File: config.mk
export PLATFORM = sky130hd
export DESIGN_NAME = bcs_top
export DESIGN_NICKNAME = d
export VERILOG_FILES = /design/src/rtl/bcs_top.v
export VERILOG_INCLUDE_DIRS = /design/src /design/src/rtl
export SDC_FILE = /design/constraint.sdc
export NUM_CORES = 1
export LEC_CHECK = 0
export BUFFER_PORTS_ARGS = -buffer_cell sky130_fd_sc_hd__buf_2
export CAP_MARGIN = 20
export CORE_MARGIN = 2
export CORE_UTILIZATION = 30
export CTS_BUF_LIST = sky130_fd_sc_hd__clkbuf_8
export DETAILED_ROUTE_END_ITERATION = 10
export SYNTH_ARGS = -nofsm -noshare
export SYNTH_HDL_FRONTEND = slang
export SYNTH_SLANG_ARGS = --single-unit
File: constraint.sdc
create_clock -name aclk -period 3.5 [get_ports aclk]
set_clock_uncertainty 0.05 [all_clocks]
set_input_delay 0.35 -clock aclk [delete_from_list [all_inputs] [get_ports aclk]]
set_output_delay 0.35 -clock aclk [all_outputs]
set_load 0.05 [all_outputs]
File: src/rtl/bcs_defs.vh
// constants of the battery charge sequencer
`ifndef BCS_DEFS_VH
`define BCS_DEFS_VH
// register byte offsets
`define BCS_ADDR_CTRL 8'h00
`define BCS_ADDR_TOUT 8'h04
`define BCS_ADDR_TWID 8'h08
`define BCS_ADDR_STAT 8'h0C
`define BCS_ADDR_TMR 8'h10
// control fields
`define BCS_CTRL_TOPOFF 0
`define BCS_CTRL_SLEEP 1
// reset values
`define BCS_CTRL_RST 2'h0
`define BCS_TOUT_RST 24'h000800
`define BCS_TWID_RST 28'h0098968
// status fields
`define BCS_STAT_LI 4
`define BCS_STAT_KNOWN 5
`define BCS_STAT_SW 6
`define BCS_STAT_IND 7
// timing
`define BCS_HOLDOFF_SHIFT 5
`define BCS_TOPOFF_BITS 4
`define BCS_TRICKLE_MS 1000
`define BCS_CLK_KHZ 200000
`define BCS_PEAK_DROP_UV 3800
// axi responses
`define BCS_RESP_OK 2'h0
`define BCS_RESP_ERR 2'h2
`endif

File: src/rtl/bcs_top.v
// battery charge sequencer with axi4-lite registers
`timescale 1ns/1ps
`default_nettype none
`include "bcs_defs.vh"
module bcs_top #(
    parameter TRICKLE_CYC = `BCS_TRICKLE_MS * `BCS_CLK_KHZ,
    parameter SAMPLE_W = 12,
    parameter LSB_UV = 1000
) (
    // clock and reset
    input wire aclk,
    input wire aresetn,
    // axi4-lite write address
    input wire [7:0] s_axi_awaddr,
    input wire s_axi_awvalid,
    output reg s_axi_awready,
    // axi4-lite write data
    input wire [31:0] s_axi_wdata,
    input wire [3:0] s_axi_wstrb,
    input wire s_axi_wvalid,
    output reg s_axi_wready,
    // axi4-lite write response
    output reg [1:0] s_axi_bresp,
    output reg s_axi_bvalid,
    input wire s_axi_bready,
    // axi4-lite read address
    input wire [7:0] s_axi_araddr,
    input wire s_axi_arvalid,
    output reg s_axi_arready,
    // axi4-lite read data
    output reg [31:0] s_axi_rdata,
    output reg [1:0] s_axi_rresp,
    output reg s_axi_rvalid,
    input wire s_axi_rready,
    // comparator results
    input wire batt_below_lbat,
    input wire batt_at_mcv,
    input wire batt_below_rch,
    input wire temp_hot,
    input wire temp_cold,
    input wire temp_cutoff,
    input wire cur_below_min,
    input wire cur_below_max,
    input wire battery_present,
    // timebase tick from the timer program input
    input wire timer_program_in,
    // sampled battery sense voltage
    input wire [SAMPLE_W-1:0] battery_sense_in,
    input wire battery_sense_valid,
    // charge switch and status indicator
    output reg charge_switch_out,
    output reg status_indicator_out,
    output reg status_indicator_oe
);

// ****************************************
// constants and states
// ****************************************
// peak drop in sample steps, rounded up
localparam [31:0] PEAK_DROP =
    (`BCS_PEAK_DROP_UV + LSB_UV - 1) / LSB_UV;
localparam [SAMPLE_W-1:0] PEAK_LSB = PEAK_DROP[SAMPLE_W-1:0];
localparam [31:0] TRK_M1 = TRICKLE_CYC - 1; // last phase count
localparam [31:0] TRK_H = TRICKLE_CYC / 2; // half period
localparam [27:0] TRK_LAST = TRK_M1[27:0];
localparam [27:0] TRK_HALF = TRK_H[27:0];
localparam [3:0] S_QUAL = 4'h0; // qualification
localparam [3:0] S_PEND = 4'h1; // charge pending
localparam [3:0] S_FAST = 4'h2; // early cc, chemistry open
localparam [3:0] S_NI = 4'h3; // nickel fast charge
localparam [3:0] S_TOP = 4'h4; // nickel top-off
localparam [3:0] S_NTRK = 4'h5; // nickel maintenance
localparam [3:0] S_LICV = 4'h6; // lithium constant voltage
localparam [3:0] S_DONE = 4'h7; // lithium finished
localparam [3:0] S_HALT = 4'h8; // sleep or no battery

// byte-lane merge of a write into a register
function [31:0] wmerge;
    input [31:0] old;
    input [31:0] nw;
    input [3:0] strb;
    integer i;
    begin
        wmerge = old;
        for (i = 0; i < 4; i = i + 1) begin
            if (strb[i]) begin
                wmerge[i*8 +: 8] = nw[i*8 +: 8];
            end
        end
    end
endfunction

// ****************************************
// registered comparator inputs
// ****************************************
reg lbat_q; // below low battery threshold
reg mcv_q; // at max cell voltage ref
reg rch_q; // below recharge threshold
reg hot_q; // beyond high temp fault
reg cold_q; // beyond low temp fault
reg cut_q; // beyond temperature cutoff
reg imin_q; // current below minimum
reg imax_q; // current below regulation point
reg pres_q; // battery present
reg tick_q; // timebase tick
reg [SAMPLE_W-1:0] smp_q; // battery sample
reg smpv_q; // sample valid

// sample every comparator once before use
always @(posedge aclk) begin
    if (!aresetn) begin
        lbat_q <= 1'b1;
        mcv_q <= 1'b0;
        rch_q <= 1'b0;
        hot_q <= 1'b0;
        cold_q <= 1'b0;
        cut_q <= 1'b0;
        imin_q <= 1'b0;
        imax_q <= 1'b0;
        pres_q <= 1'b0;
        tick_q <= 1'b0;
        smp_q <= {SAMPLE_W{1'b0}};
        smpv_q <= 1'b0;
    end else begin
        lbat_q <= batt_below_lbat;
        mcv_q <= batt_at_mcv;
        rch_q <= batt_below_rch;
        hot_q <= temp_hot;
        cold_q <= temp_cold;
        cut_q <= temp_cutoff;
        imin_q <= cur_below_min;
        imax_q <= cur_below_max;
        pres_q <= battery_present;
        tick_q <= timer_program_in;
        smp_q <= battery_sense_in;
        smpv_q <= battery_sense_valid;
    end
end

// ****************************************
// software registers
// ****************************************
reg [1:0] ctrl_q; // top-off enable, sleep
reg [23:0] tout_q; // timeout in timebase ticks
reg [27:0] twid_q; // trickle pulse width, cycles
reg [3:0] st_q; // charge state
reg [3:0] st_d;
reg li_q; // lithium detected
reg known_q; // chemistry decided
reg [23:0] tmr_q; // charge timer in ticks
reg [27:0] trk_q; // one second trickle phase
reg [SAMPLE_W-1:0] max_q; // running max sample
reg aw_q; // write address held
reg w_q; // write data held
reg [7:0] awa_q; // held write address
reg [31:0] wd_q; // held write data
reg [3:0] ws_q; // held write strobes

wire aw_hs = s_axi_awvalid & s_axi_awready;
wire w_hs = s_axi_wvalid & s_axi_wready;
wire ar_hs = s_axi_arvalid & s_axi_arready;
wire do_wr = aw_q & w_q & ~s_axi_bvalid;
wire wr_ctrl = do_wr & (awa_q == `BCS_ADDR_CTRL);
wire wr_tout = do_wr & (awa_q == `BCS_ADDR_TOUT);
wire wr_twid = do_wr & (awa_q == `BCS_ADDR_TWID);
wire wr_ok = wr_ctrl | wr_tout | wr_twid;
wire [31:0] ctrl_w = wmerge({30'h0, ctrl_q}, wd_q, ws_q);
wire [31:0] tout_w = wmerge({8'h0, tout_q}, wd_q, ws_q);
wire [31:0] twid_w = wmerge({4'h0, twid_q}, wd_q, ws_q);

// write channel: address and data in either order
always @(posedge aclk) begin
    if (!aresetn) begin
        aw_q <= 1'b0;
        w_q <= 1'b0;
        awa_q <= 8'h00;
        wd_q <= 32'h0;
        ws_q <= 4'h0;
        s_axi_awready <= 1'b1;
        s_axi_wready <= 1'b1;
        s_axi_bvalid <= 1'b0;
        s_axi_bresp <= `BCS_RESP_OK;
        ctrl_q <= `BCS_CTRL_RST;
        tout_q <= `BCS_TOUT_RST;
        twid_q <= `BCS_TWID_RST;
    end else begin
        if (aw_hs) begin
            aw_q <= 1'b1;
            awa_q <= s_axi_awaddr;
            s_axi_awready <= 1'b0;
        end
        if (w_hs) begin
            w_q <= 1'b1;
            wd_q <= s_axi_wdata;
            ws_q <= s_axi_wstrb;
            s_axi_wready <= 1'b0;
        end
        // both held: commit and answer
        if (do_wr) begin
            aw_q <= 1'b0;
            w_q <= 1'b0;
            s_axi_bvalid <= 1'b1;
            s_axi_bresp <= wr_ok ? `BCS_RESP_OK : `BCS_RESP_ERR;
        end
        if (wr_ctrl) begin
            ctrl_q <= ctrl_w[1:0];
        end
        if (wr_tout) begin
            tout_q <= tout_w[23:0];
        end
        if (wr_twid) begin
            twid_q <= twid_w[27:0];
        end
        // response taken: reopen both channels
        if (s_axi_bvalid && s_axi_bready) begin
            s_axi_bvalid <= 1'b0;
            s_axi_awready <= 1'b1;
            s_axi_wready <= 1'b1;
        end
    end
end

// read channel: data one cycle after the address
always @(posedge aclk) begin
    if (!aresetn) begin
        s_axi_arready <= 1'b1;
        s_axi_rvalid <= 1'b0;
        s_axi_rdata <= 32'h0;
        s_axi_rresp <= `BCS_RESP_OK;
    end else if (ar_hs) begin
        s_axi_arready <= 1'b0;
        s_axi_rvalid <= 1'b1;
        s_axi_rresp <= `BCS_RESP_OK;
        case (s_axi_araddr)
            `BCS_ADDR_CTRL: s_axi_rdata <= {30'h0, ctrl_q};
            `BCS_ADDR_TOUT: s_axi_rdata <= {8'h0, tout_q};
            `BCS_ADDR_TWID: s_axi_rdata <= {4'h0, twid_q};
            `BCS_ADDR_STAT: begin
                s_axi_rdata <= {24'h0, status_indicator_oe,
                    charge_switch_out, known_q, li_q, st_q};
            end
            `BCS_ADDR_TMR: s_axi_rdata <= {8'h0, tmr_q};
            default: begin
                s_axi_rdata <= 32'h0;
                s_axi_rresp <= `BCS_RESP_ERR;
            end
        endcase
    end else if (s_axi_rvalid && s_axi_rready) begin
        s_axi_rvalid <= 1'b0;
        s_axi_arready <= 1'b1;
    end
end

// ****************************************
// timing
// ****************************************
wire temp_ok = ~hot_q & ~cold_q;
wire timeout = tmr_q >= tout_q;
wire hold_done = tmr_q >= (tout_q >> `BCS_HOLDOFF_SHIFT);
wire pulse = trk_q < twid_q;
wire flash = trk_q < TRK_HALF;
wire top_slot = trk_q[`BCS_TOPOFF_BITS-1:0] ==
    {`BCS_TOPOFF_BITS{1'b0}};
wire peak_det = smpv_q && (max_q > smp_q) &&
    ((max_q - smp_q) >= PEAK_LSB);
wire enter = st_d != st_q;

// free one second phase for trickle and flashing
always @(posedge aclk) begin
    if (!aresetn) begin
        trk_q <= 28'h0;
    end else if (trk_q >= TRK_LAST) begin
        trk_q <= 28'h0;
    end else begin
        trk_q <= trk_q + 28'h1;
    end
end

// charge timer counts timebase ticks
always @(posedge aclk) begin
    if (!aresetn) begin
        tmr_q <= 24'h0;
    end else if (enter && (st_d == S_FAST || st_d == S_TOP ||
            st_d == S_LICV)) begin
        tmr_q <= 24'h0;
    end else if (tick_q && !timeout) begin
        tmr_q <= tmr_q + 24'h1;
    end
end

// running maximum of the battery samples
always @(posedge aclk) begin
    if (!aresetn) begin
        max_q <= {SAMPLE_W{1'b0}};
    end else if (st_q != S_FAST && st_q != S_NI) begin
        max_q <= {SAMPLE_W{1'b0}};
    end else if (smpv_q && smp_q > max_q) begin
        max_q <= smp_q;
    end
end

// ****************************************
// charge state machine
// ****************************************
// next state
always @* begin
    st_d = st_q;
    if (ctrl_q[`BCS_CTRL_SLEEP] || !pres_q) begin
        st_d = S_HALT;
    end else begin
        case (st_q)
            S_HALT: st_d = S_QUAL;
            S_QUAL: begin
                if (lbat_q) begin
                    st_d = S_PEND;
                end else if (temp_ok) begin
                    st_d = S_FAST;
                end
            end
            S_PEND: begin
                if (!lbat_q && temp_ok) begin
                    st_d = S_FAST;
                end else if (!lbat_q) begin
                    st_d = S_QUAL;
                end
            end
            S_FAST: begin
                if (cut_q) begin
                    st_d = S_NTRK;
                end else if (mcv_q) begin
                    st_d = S_LICV;
                end else if (hold_done) begin
                    st_d = S_NI;
                end
            end
            S_NI: begin
                if (cut_q || timeout || (peak_det && hold_done)) begin
                    st_d = ctrl_q[`BCS_CTRL_TOPOFF] ?
                        S_TOP : S_NTRK;
                end
            end
            S_TOP: begin
                if (timeout || cut_q) begin
                    st_d = S_NTRK;
                end
            end
            S_NTRK: st_d = S_NTRK;
            S_LICV: begin
                if (imin_q || timeout || cut_q) begin
                    st_d = S_DONE;
                end
            end
            S_DONE: begin
                if (rch_q) begin
                    st_d = S_QUAL;
                end
            end
            default: st_d = S_QUAL;
        endcase
    end
end

// state register and chemistry flags
always @(posedge aclk) begin
    if (!aresetn) begin
        st_q <= S_QUAL;
        li_q <= 1'b0;
        known_q <= 1'b0;
    end else begin
        st_q <= st_d;
        if (st_d == S_QUAL) begin
            li_q <= 1'b0;
            known_q <= 1'b0;
        end else if (st_q == S_FAST && st_d == S_LICV) begin
            li_q <= 1'b1;
            known_q <= 1'b1;
        end else if (st_q == S_FAST && st_d == S_NI) begin
            known_q <= 1'b1;
        end
    end
end

// ****************************************
// charge switch and indicator
// ****************************************
reg sw_d; // next charge switch level
reg ind_d; // next indicator sink enable

// switch and indicator per state
always @* begin
    sw_d = 1'b0;
    ind_d = 1'b0;
    case (st_q)
        S_PEND: begin
            sw_d = pulse & ~hot_q;
            ind_d = flash;
        end
        S_FAST: begin
            sw_d = imax_q;
            ind_d = 1'b1;
        end
        S_NI: begin
            sw_d = imax_q;
            ind_d = 1'b1;
        end
        S_TOP: begin
            sw_d = imax_q & top_slot & ~mcv_q & ~hot_q;
            ind_d = 1'b1;
        end
        S_NTRK: begin
            sw_d = pulse & ~mcv_q & ~hot_q;
        end
        S_LICV: begin
            sw_d = imax_q & ~mcv_q;
            ind_d = 1'b1;
        end
        S_DONE: sw_d = 1'b0;
        default: begin
            sw_d = 1'b0;
            ind_d = 1'b0;
        end
    endcase
end

// outputs from flip-flops
always @(posedge aclk) begin
    if (!aresetn) begin
        charge_switch_out <= 1'b0;
        status_indicator_out <= 1'b0;
        status_indicator_oe <= 1'b0;
    end else begin
        charge_switch_out <= sw_d;
        status_indicator_out <= 1'b0;
        status_indicator_oe <= ind_d;
    end
end

endmodule // bcs_top
`default_nettype wire

Word level (Yosys, flattened, before mapping)
Cells that the tools add are included.
{ "totals": {"regBits": 232, "latchBits": 0, "ramBits": 0, "mem_bits_ro": 0, "inputBits": 82, "word_cells": 166, "mem_count": 0} }
{ "classes": {"add_sub_neg": 3, "mul": 0, "div_mod_pow": 0, "n_lt_le_gt_ge": 8, "n_eq_ne": 20, "shift": 0, "muxes": 25, "bitwise_logic": 23, "reduce_logical": 46} }
{ "op_table": {"columns": ["cell", "n"], "rows": [
  ["case mux 28 bit (5 select lines)", 1],
  ["2-to-1 mux 4 bit", 12],
  ["case mux 4 bit (8 select lines)", 1],
  ["adder 28 x 1 -> 28 bit (second input constant)", 1],
  ["greater-or-equal comparator 28 bit (second input constant)", 1],
  ["less-than comparator 28 x 27 -> 1 bit (second input constant)", 1],
  ["less-than comparator 28 bit", 1],
  ["adder 24 x 1 -> 24 bit (second input constant)", 1],
  ["== test 4 x 3 -> 1 bit (second input constant)", 6],
  ["== test 8 x 4 -> 1 bit (second input constant)", 3],
  ["greater-or-equal comparator 24 x 19 -> 1 bit", 1],
  ["greater-or-equal comparator 24 bit", 1],
  ["> comparator 12 bit", 2],
  ["bitwise AND 1 bit", 16],
  ["== test 4 x 2 -> 1 bit (second input constant)", 4],
  ["== test 8 x 3 -> 1 bit (second input constant)", 2],
  ["logical NOT 8 bit", 2],
  ["AND reduction 2 bit", 8],
  ["OR reduction 2 bit", 7],
  ["greater-or-equal comparator 12 x 3 -> 1 bit (second input constant)", 1],
  ["logical AND 1 bit", 12],
  ["logical NOT 4 bit", 3],
  ["subtractor 12 bit", 1],
  ["== test 8 x 5 -> 1 bit (second input constant)", 1],
  ["other kinds (14)", 36]
]} }

Logic depth before layout (Yosys ltp)
{ "depth": {"depth_word": 13, "depth_mapped": 12, "ltp_nobuf": 11} }

Worst setup path after synthesis
No wires, ideal clock.
{ "synth_path": {"kind": "register to register", "start": "register smp_q[9]", "end": "register tmr_q[0]", "t_arrival_ns": 2.474, "slack_ns": 0.839, "stages_incl_launch_ff": 11, "n_path_buf": 1, "path_cell_list": "dfxtp_1 inv_1 ha_1 and3_1 a221o_1 o221a_2 o211ai_1 o211ai_2 a211oi_4 buf_6 a21oi_2"} }
{ "synth_via": {"elab_chain_len": 13, "elab_cells_between_ends": 18, "cone_classes": "add/sub (1); order compare (2); eq/ne (4); mux (3); reduce/logical (8)"} }
{ "synth_rtl": {"columns": ["item", "line_no", "text"], "rows": [
  ["start: declaration", "bcs_top.v:106", "reg [SAMPLE_W-1:0] smp_q;"],
  ["start signal: assignment", "bcs_top.v:122", "smp_q <= {SAMPLE_W{1'b0}};"],
  ["start signal: assignment", "bcs_top.v:135", "smp_q <= battery_sense_in;"],
  ["subtractor 12 bit / > comparator 12 bit (equally long branches)", "bcs_top.v:265, bcs_top.v:264", null],
  ["greater-or-equal comparator 12 x 3 -> 1 bit / logical AND 1 bit (equally long branches)", "bcs_top.v:265, bcs_top.v:264", null],
  ["logical AND 1 bit *", "bcs_top.v:264", "wire peak_det = smpv_q && (max_q > smp_q) &&"],
  ["logical AND 1 bit *", "bcs_top.v:337", "if (cut_q || timeout || (peak_det && hold_done)) begin"],
  ["logical OR 1 bit *", "bcs_top.v:337", null],
  ["2-to-1 mux 4 bit *", "bcs_top.v:337", null],
  ["case mux 4 bit (8 select lines) *", "bcs_top.v:311", "case (st_q)"],
  ["2-to-1 mux 4 bit *", "bcs_top.v:308", "if (ctrl_q[`BCS_CTRL_SLEEP] || !pres_q) begin"],
  ["== test 4 x 2 -> 1 bit / == test 4 x 3 -> 1 bit (equally long branches)", "bcs_top.v:283", "end else if (enter && (st_d == S_FAST || st_d == S_TOP ||"],
  ["logical OR 1 bit (2 in series)", "bcs_top.v:283", null],
  ["logical AND 1 bit *", "bcs_top.v:283", null],
  ["OR reduction 2 bit (no source line) *", null, null],
  ["end signal: assignment", "bcs_top.v:287", "tmr_q <= tmr_q + 24'h1;"],
  ["end: declaration", "bcs_top.v:150", "reg [23:0] tmr_q;"]
]} }
Mark *: on every way between the ends. The rest lies on a longest branch, timed or not.
A chain may end at the register's enable or synchronous reset.

Final worst setup path
{ "layout_path": {"start": "register tmr_q[13]", "end": "register tmr_q[13]"} }
{ "layout_via": {"elab_chain_len": 11, "elab_cells_between_ends": 26, "cone_classes": "add/sub (1); order compare (2); eq/ne (4); mux (8); reduce/logical (11)"} }
{ "layout_rtl": {"columns": ["item", "line_no", "text"], "rows": [
  ["greater-or-equal comparator 24 x 19 -> 1 bit / greater-or-equal comparator 24 bit (equally long branches)", "bcs_top.v:259, bcs_top.v:258", null],
  ["2-to-1 mux 4 bit, or another cell as far along", "bcs_top.v:332", "end else if (hold_done) begin"],
  ["2-to-1 mux 4 bit, or another cell as far along", "bcs_top.v:330", "end else if (mcv_q) begin"],
  ["2-to-1 mux 4 bit (on tied branches)", "bcs_top.v:328, bcs_top.v:337, bcs_top.v:349", null],
  ["case mux 4 bit (8 select lines)", "bcs_top.v:311", null],
  ["2-to-1 mux 4 bit", "bcs_top.v:308", null],
  ["== test 4 x 2 -> 1 bit / == test 4 x 3 -> 1 bit (equally long branches)", "bcs_top.v:283", null],
  ["logical OR 1 bit (2 in series)", "bcs_top.v:283", null],
  ["logical AND 1 bit", "bcs_top.v:283", null],
  ["OR reduction 2 bit (no source line)", null, null]
]} }
Parallel ways exist; a longest one is shown, timed or not.

==> out/results.txt <==
Syn Area/Cell - 8.22 sq um
CTS Buf Count - 42
Cells after Synth - 1,461
Netlist Area Pre-Place - 12,000 sq um
post-CTS setup buffer count - 0
dominant synthesized flop cell - dfxtp_1
Initial Util - 0.303
yosys warns - 0
synthesized flop and latch total - 226
critical path endpoint category - register
Global Route Usage Sum - 0.163
number of global-route vias before repair - 10,579
IO Pins - 126
FMAX - 0.327 GHz
grt total ovfl - 0
# hold bufs at CTS - 59
Core ar. - 39,600 sq um
post-layout min period - 3.05 ns
Crit path largest cell delay - 0.52 ns
sequential-to-total area share from yosys stat - 0.377
Final Hold Fails - 0
DRC errors left - 0
num rows - 73
most common cell after layout, fill and taps aside - nand2_1
layout cells sized above 1 - 0.149
drt initial violations - 750
Placer Congestion - 0.905
1st-pass router iterations - 5
Lkg Pwr - 5.92 nW
# diodes - 0
hpwl dp - 24.9 mm
Worst-path clk slew - 0.06 ns
first-pass GRT wire length - 54.5 mm
kind of critical path - reg2reg
Setup TNS - 0 ns
worst slew pin tran - 0.895 ns
Final nets - 1,797
initial antenna violation count - 0
most frequent cells in the layout - nand2_1, dfxtp_1, buf_2
Cell variety after synth - 74
post-DR vias/cell - 4.98
status - finished, final reports clean
clk buf depth - 3
Req. time, crit path - 3.88 ns
clk_lat worst skew - 0.59 ns
critical path launch point type - register
critical-path cell list - ha_1, a21oi_1, o21ai_1, a221oi_2, o211a_1, a21oi_1, a211o_1, a211oi_4, buf_12, a21oi_1
final worst-path cycle share - 0.873
Max Cap Viol - 0
asr flop ratio synth - 0
VDD IR max - 0.280 mV
Setup Viol. Count Final - 0
Tightest Hold Check Type - in2reg
Routed WL per cell - 15.7 um
WL final - 34.3 mm
Worst Path Buf+Inv - 1
full die area - 41,600 sq um
CTS-repair resized insts - 0
max_slew headroom - 0.402
Crit-path slowest cell - dfxtp_1
CTS tree - yes
Clock Sink Count - 226
crit path DAT - 3.43 ns
height of the die - 204 um
via count - 10,885
CP Max Fanout - 24
most used cell, CP - a21oi_1
port buffer count - 114
Crit path max-delay family - compound AO/OA/AOI/OAI gates
largest net degree at the start of global routing - 98
CTS root buffer - clkbuf_8
PwrDens - 391 nW/um^2
Final Power - 0.00571 W
Area growth syn-to-layout - 21.8%
RSZ-0062 raised after global routing - no
Final Max Tran Viols - 0
Final ANT Viol Nets - 0
Post-synth EDFFs - 0
H-tree Lvls - 2
die span in x - 204 um
-- worst min-delay path, cell delays in order --
cell	delay (ns)
buf_2	0.10
nand3_1	0.08
a21boi_0	0.07
-- stage by stage --
stage          utilization  instance area (sq um)  hold slack (ns)  setup slack (ns)  std cells
5_1_grt              0.369                  14600           0.0222             0.273       2184
6_report             0.369                  14600           0.0303             0.446       2184
2_1_floorplan            -                  12000            0.376             0.839       1467
3_3_place_gp         0.331                  13100            0.393             0.527       2049
4_1_cts              0.368                  14600          0.00198             0.494       2182
3_5_place_dp         0.331                  13100            0.394             0.523       2049
-- registers in the layout, indices dropped and copies added, names as in the netlist, 2 cells and up --
name / cells
max_q: 12
st_q: 4
s_axi_rdata: 28
ctrl_q: 2
tout_q: 24
ws_q: 4
tmr_q: 24
trk_q: 28
twid_q: 28
wd_q: 28
awa_q: 8
smp_q: 12
-- layer usage --
metal	vias up	wire, um	track usage
met5	-	0	0
met4	0	904	0.0536
met3	71	2220	0.0319
met2	332	15000	0.258
met1	5032	16200	0.221
li1	5450	-	-
-- synthesized netlist by cell type (10+ instances only) --
master,n,area [sq um]
nand2_1,227,852
dfxtp_1,226,4520
nand3_1,93,465
inv_1,90,338
a21boi_0,89,668
ha_1,85,1060
nor2_1,82,308
o21ai_0,61,305
a21oi_1,60,300
clkbuf_1,59,221
and2_1,51,319
xor2_1,27,236
nand4_1,24,150
a222oi_1,22,220
a21oi_2,20,175
nor4_1,20,125
xnor2_1,20,175
nor3_1,19,95.1
a21o_1,16,120
nand2b_1,12,75.1
and3_1,10,62.6
-- power by group --
part | switching, W | internal (W)
registers | 0.0000613 | 0.00263
clock network | 0.00115 | 0.00143
logic | 0.000246 | 0.000192
-- path summary, 6_finish.rpt --
path,endpoint,slack (ns),cells past startpoint,startpoint
hold reg to reg,known_q,0.41,2,known_q
hold / removal,awa_q[3],0.03,3,s_axi_awaddr[3]
setup reg to reg,tmr_q[13],0.45,10,tmr_q[13]
setup / recovery,tmr_q[13],0.45,10,tmr_q[13]
-- cells by family after synthesis --
family,Yosys count,synth area share
other cells,1,0.000312
simple gates,582,0.233
mux,10,0.00886
fa+ha+maj,86,0.0903
xor+xnor,47,0.0343
compound gates,334,0.196
buf+inv,175,0.0597
flops,226,0.377
-- final cells by class --
type	instances	area [sq um]
clock buffers	56	771
clock inverters	18	86.3
fillers	4090	25000
inverters	91	342
multi-input cells	1066	6800
flip-flops and latches	226	4520
well taps	525	657
repair buffers	202	1450
(Power assumes the default switching activity.)
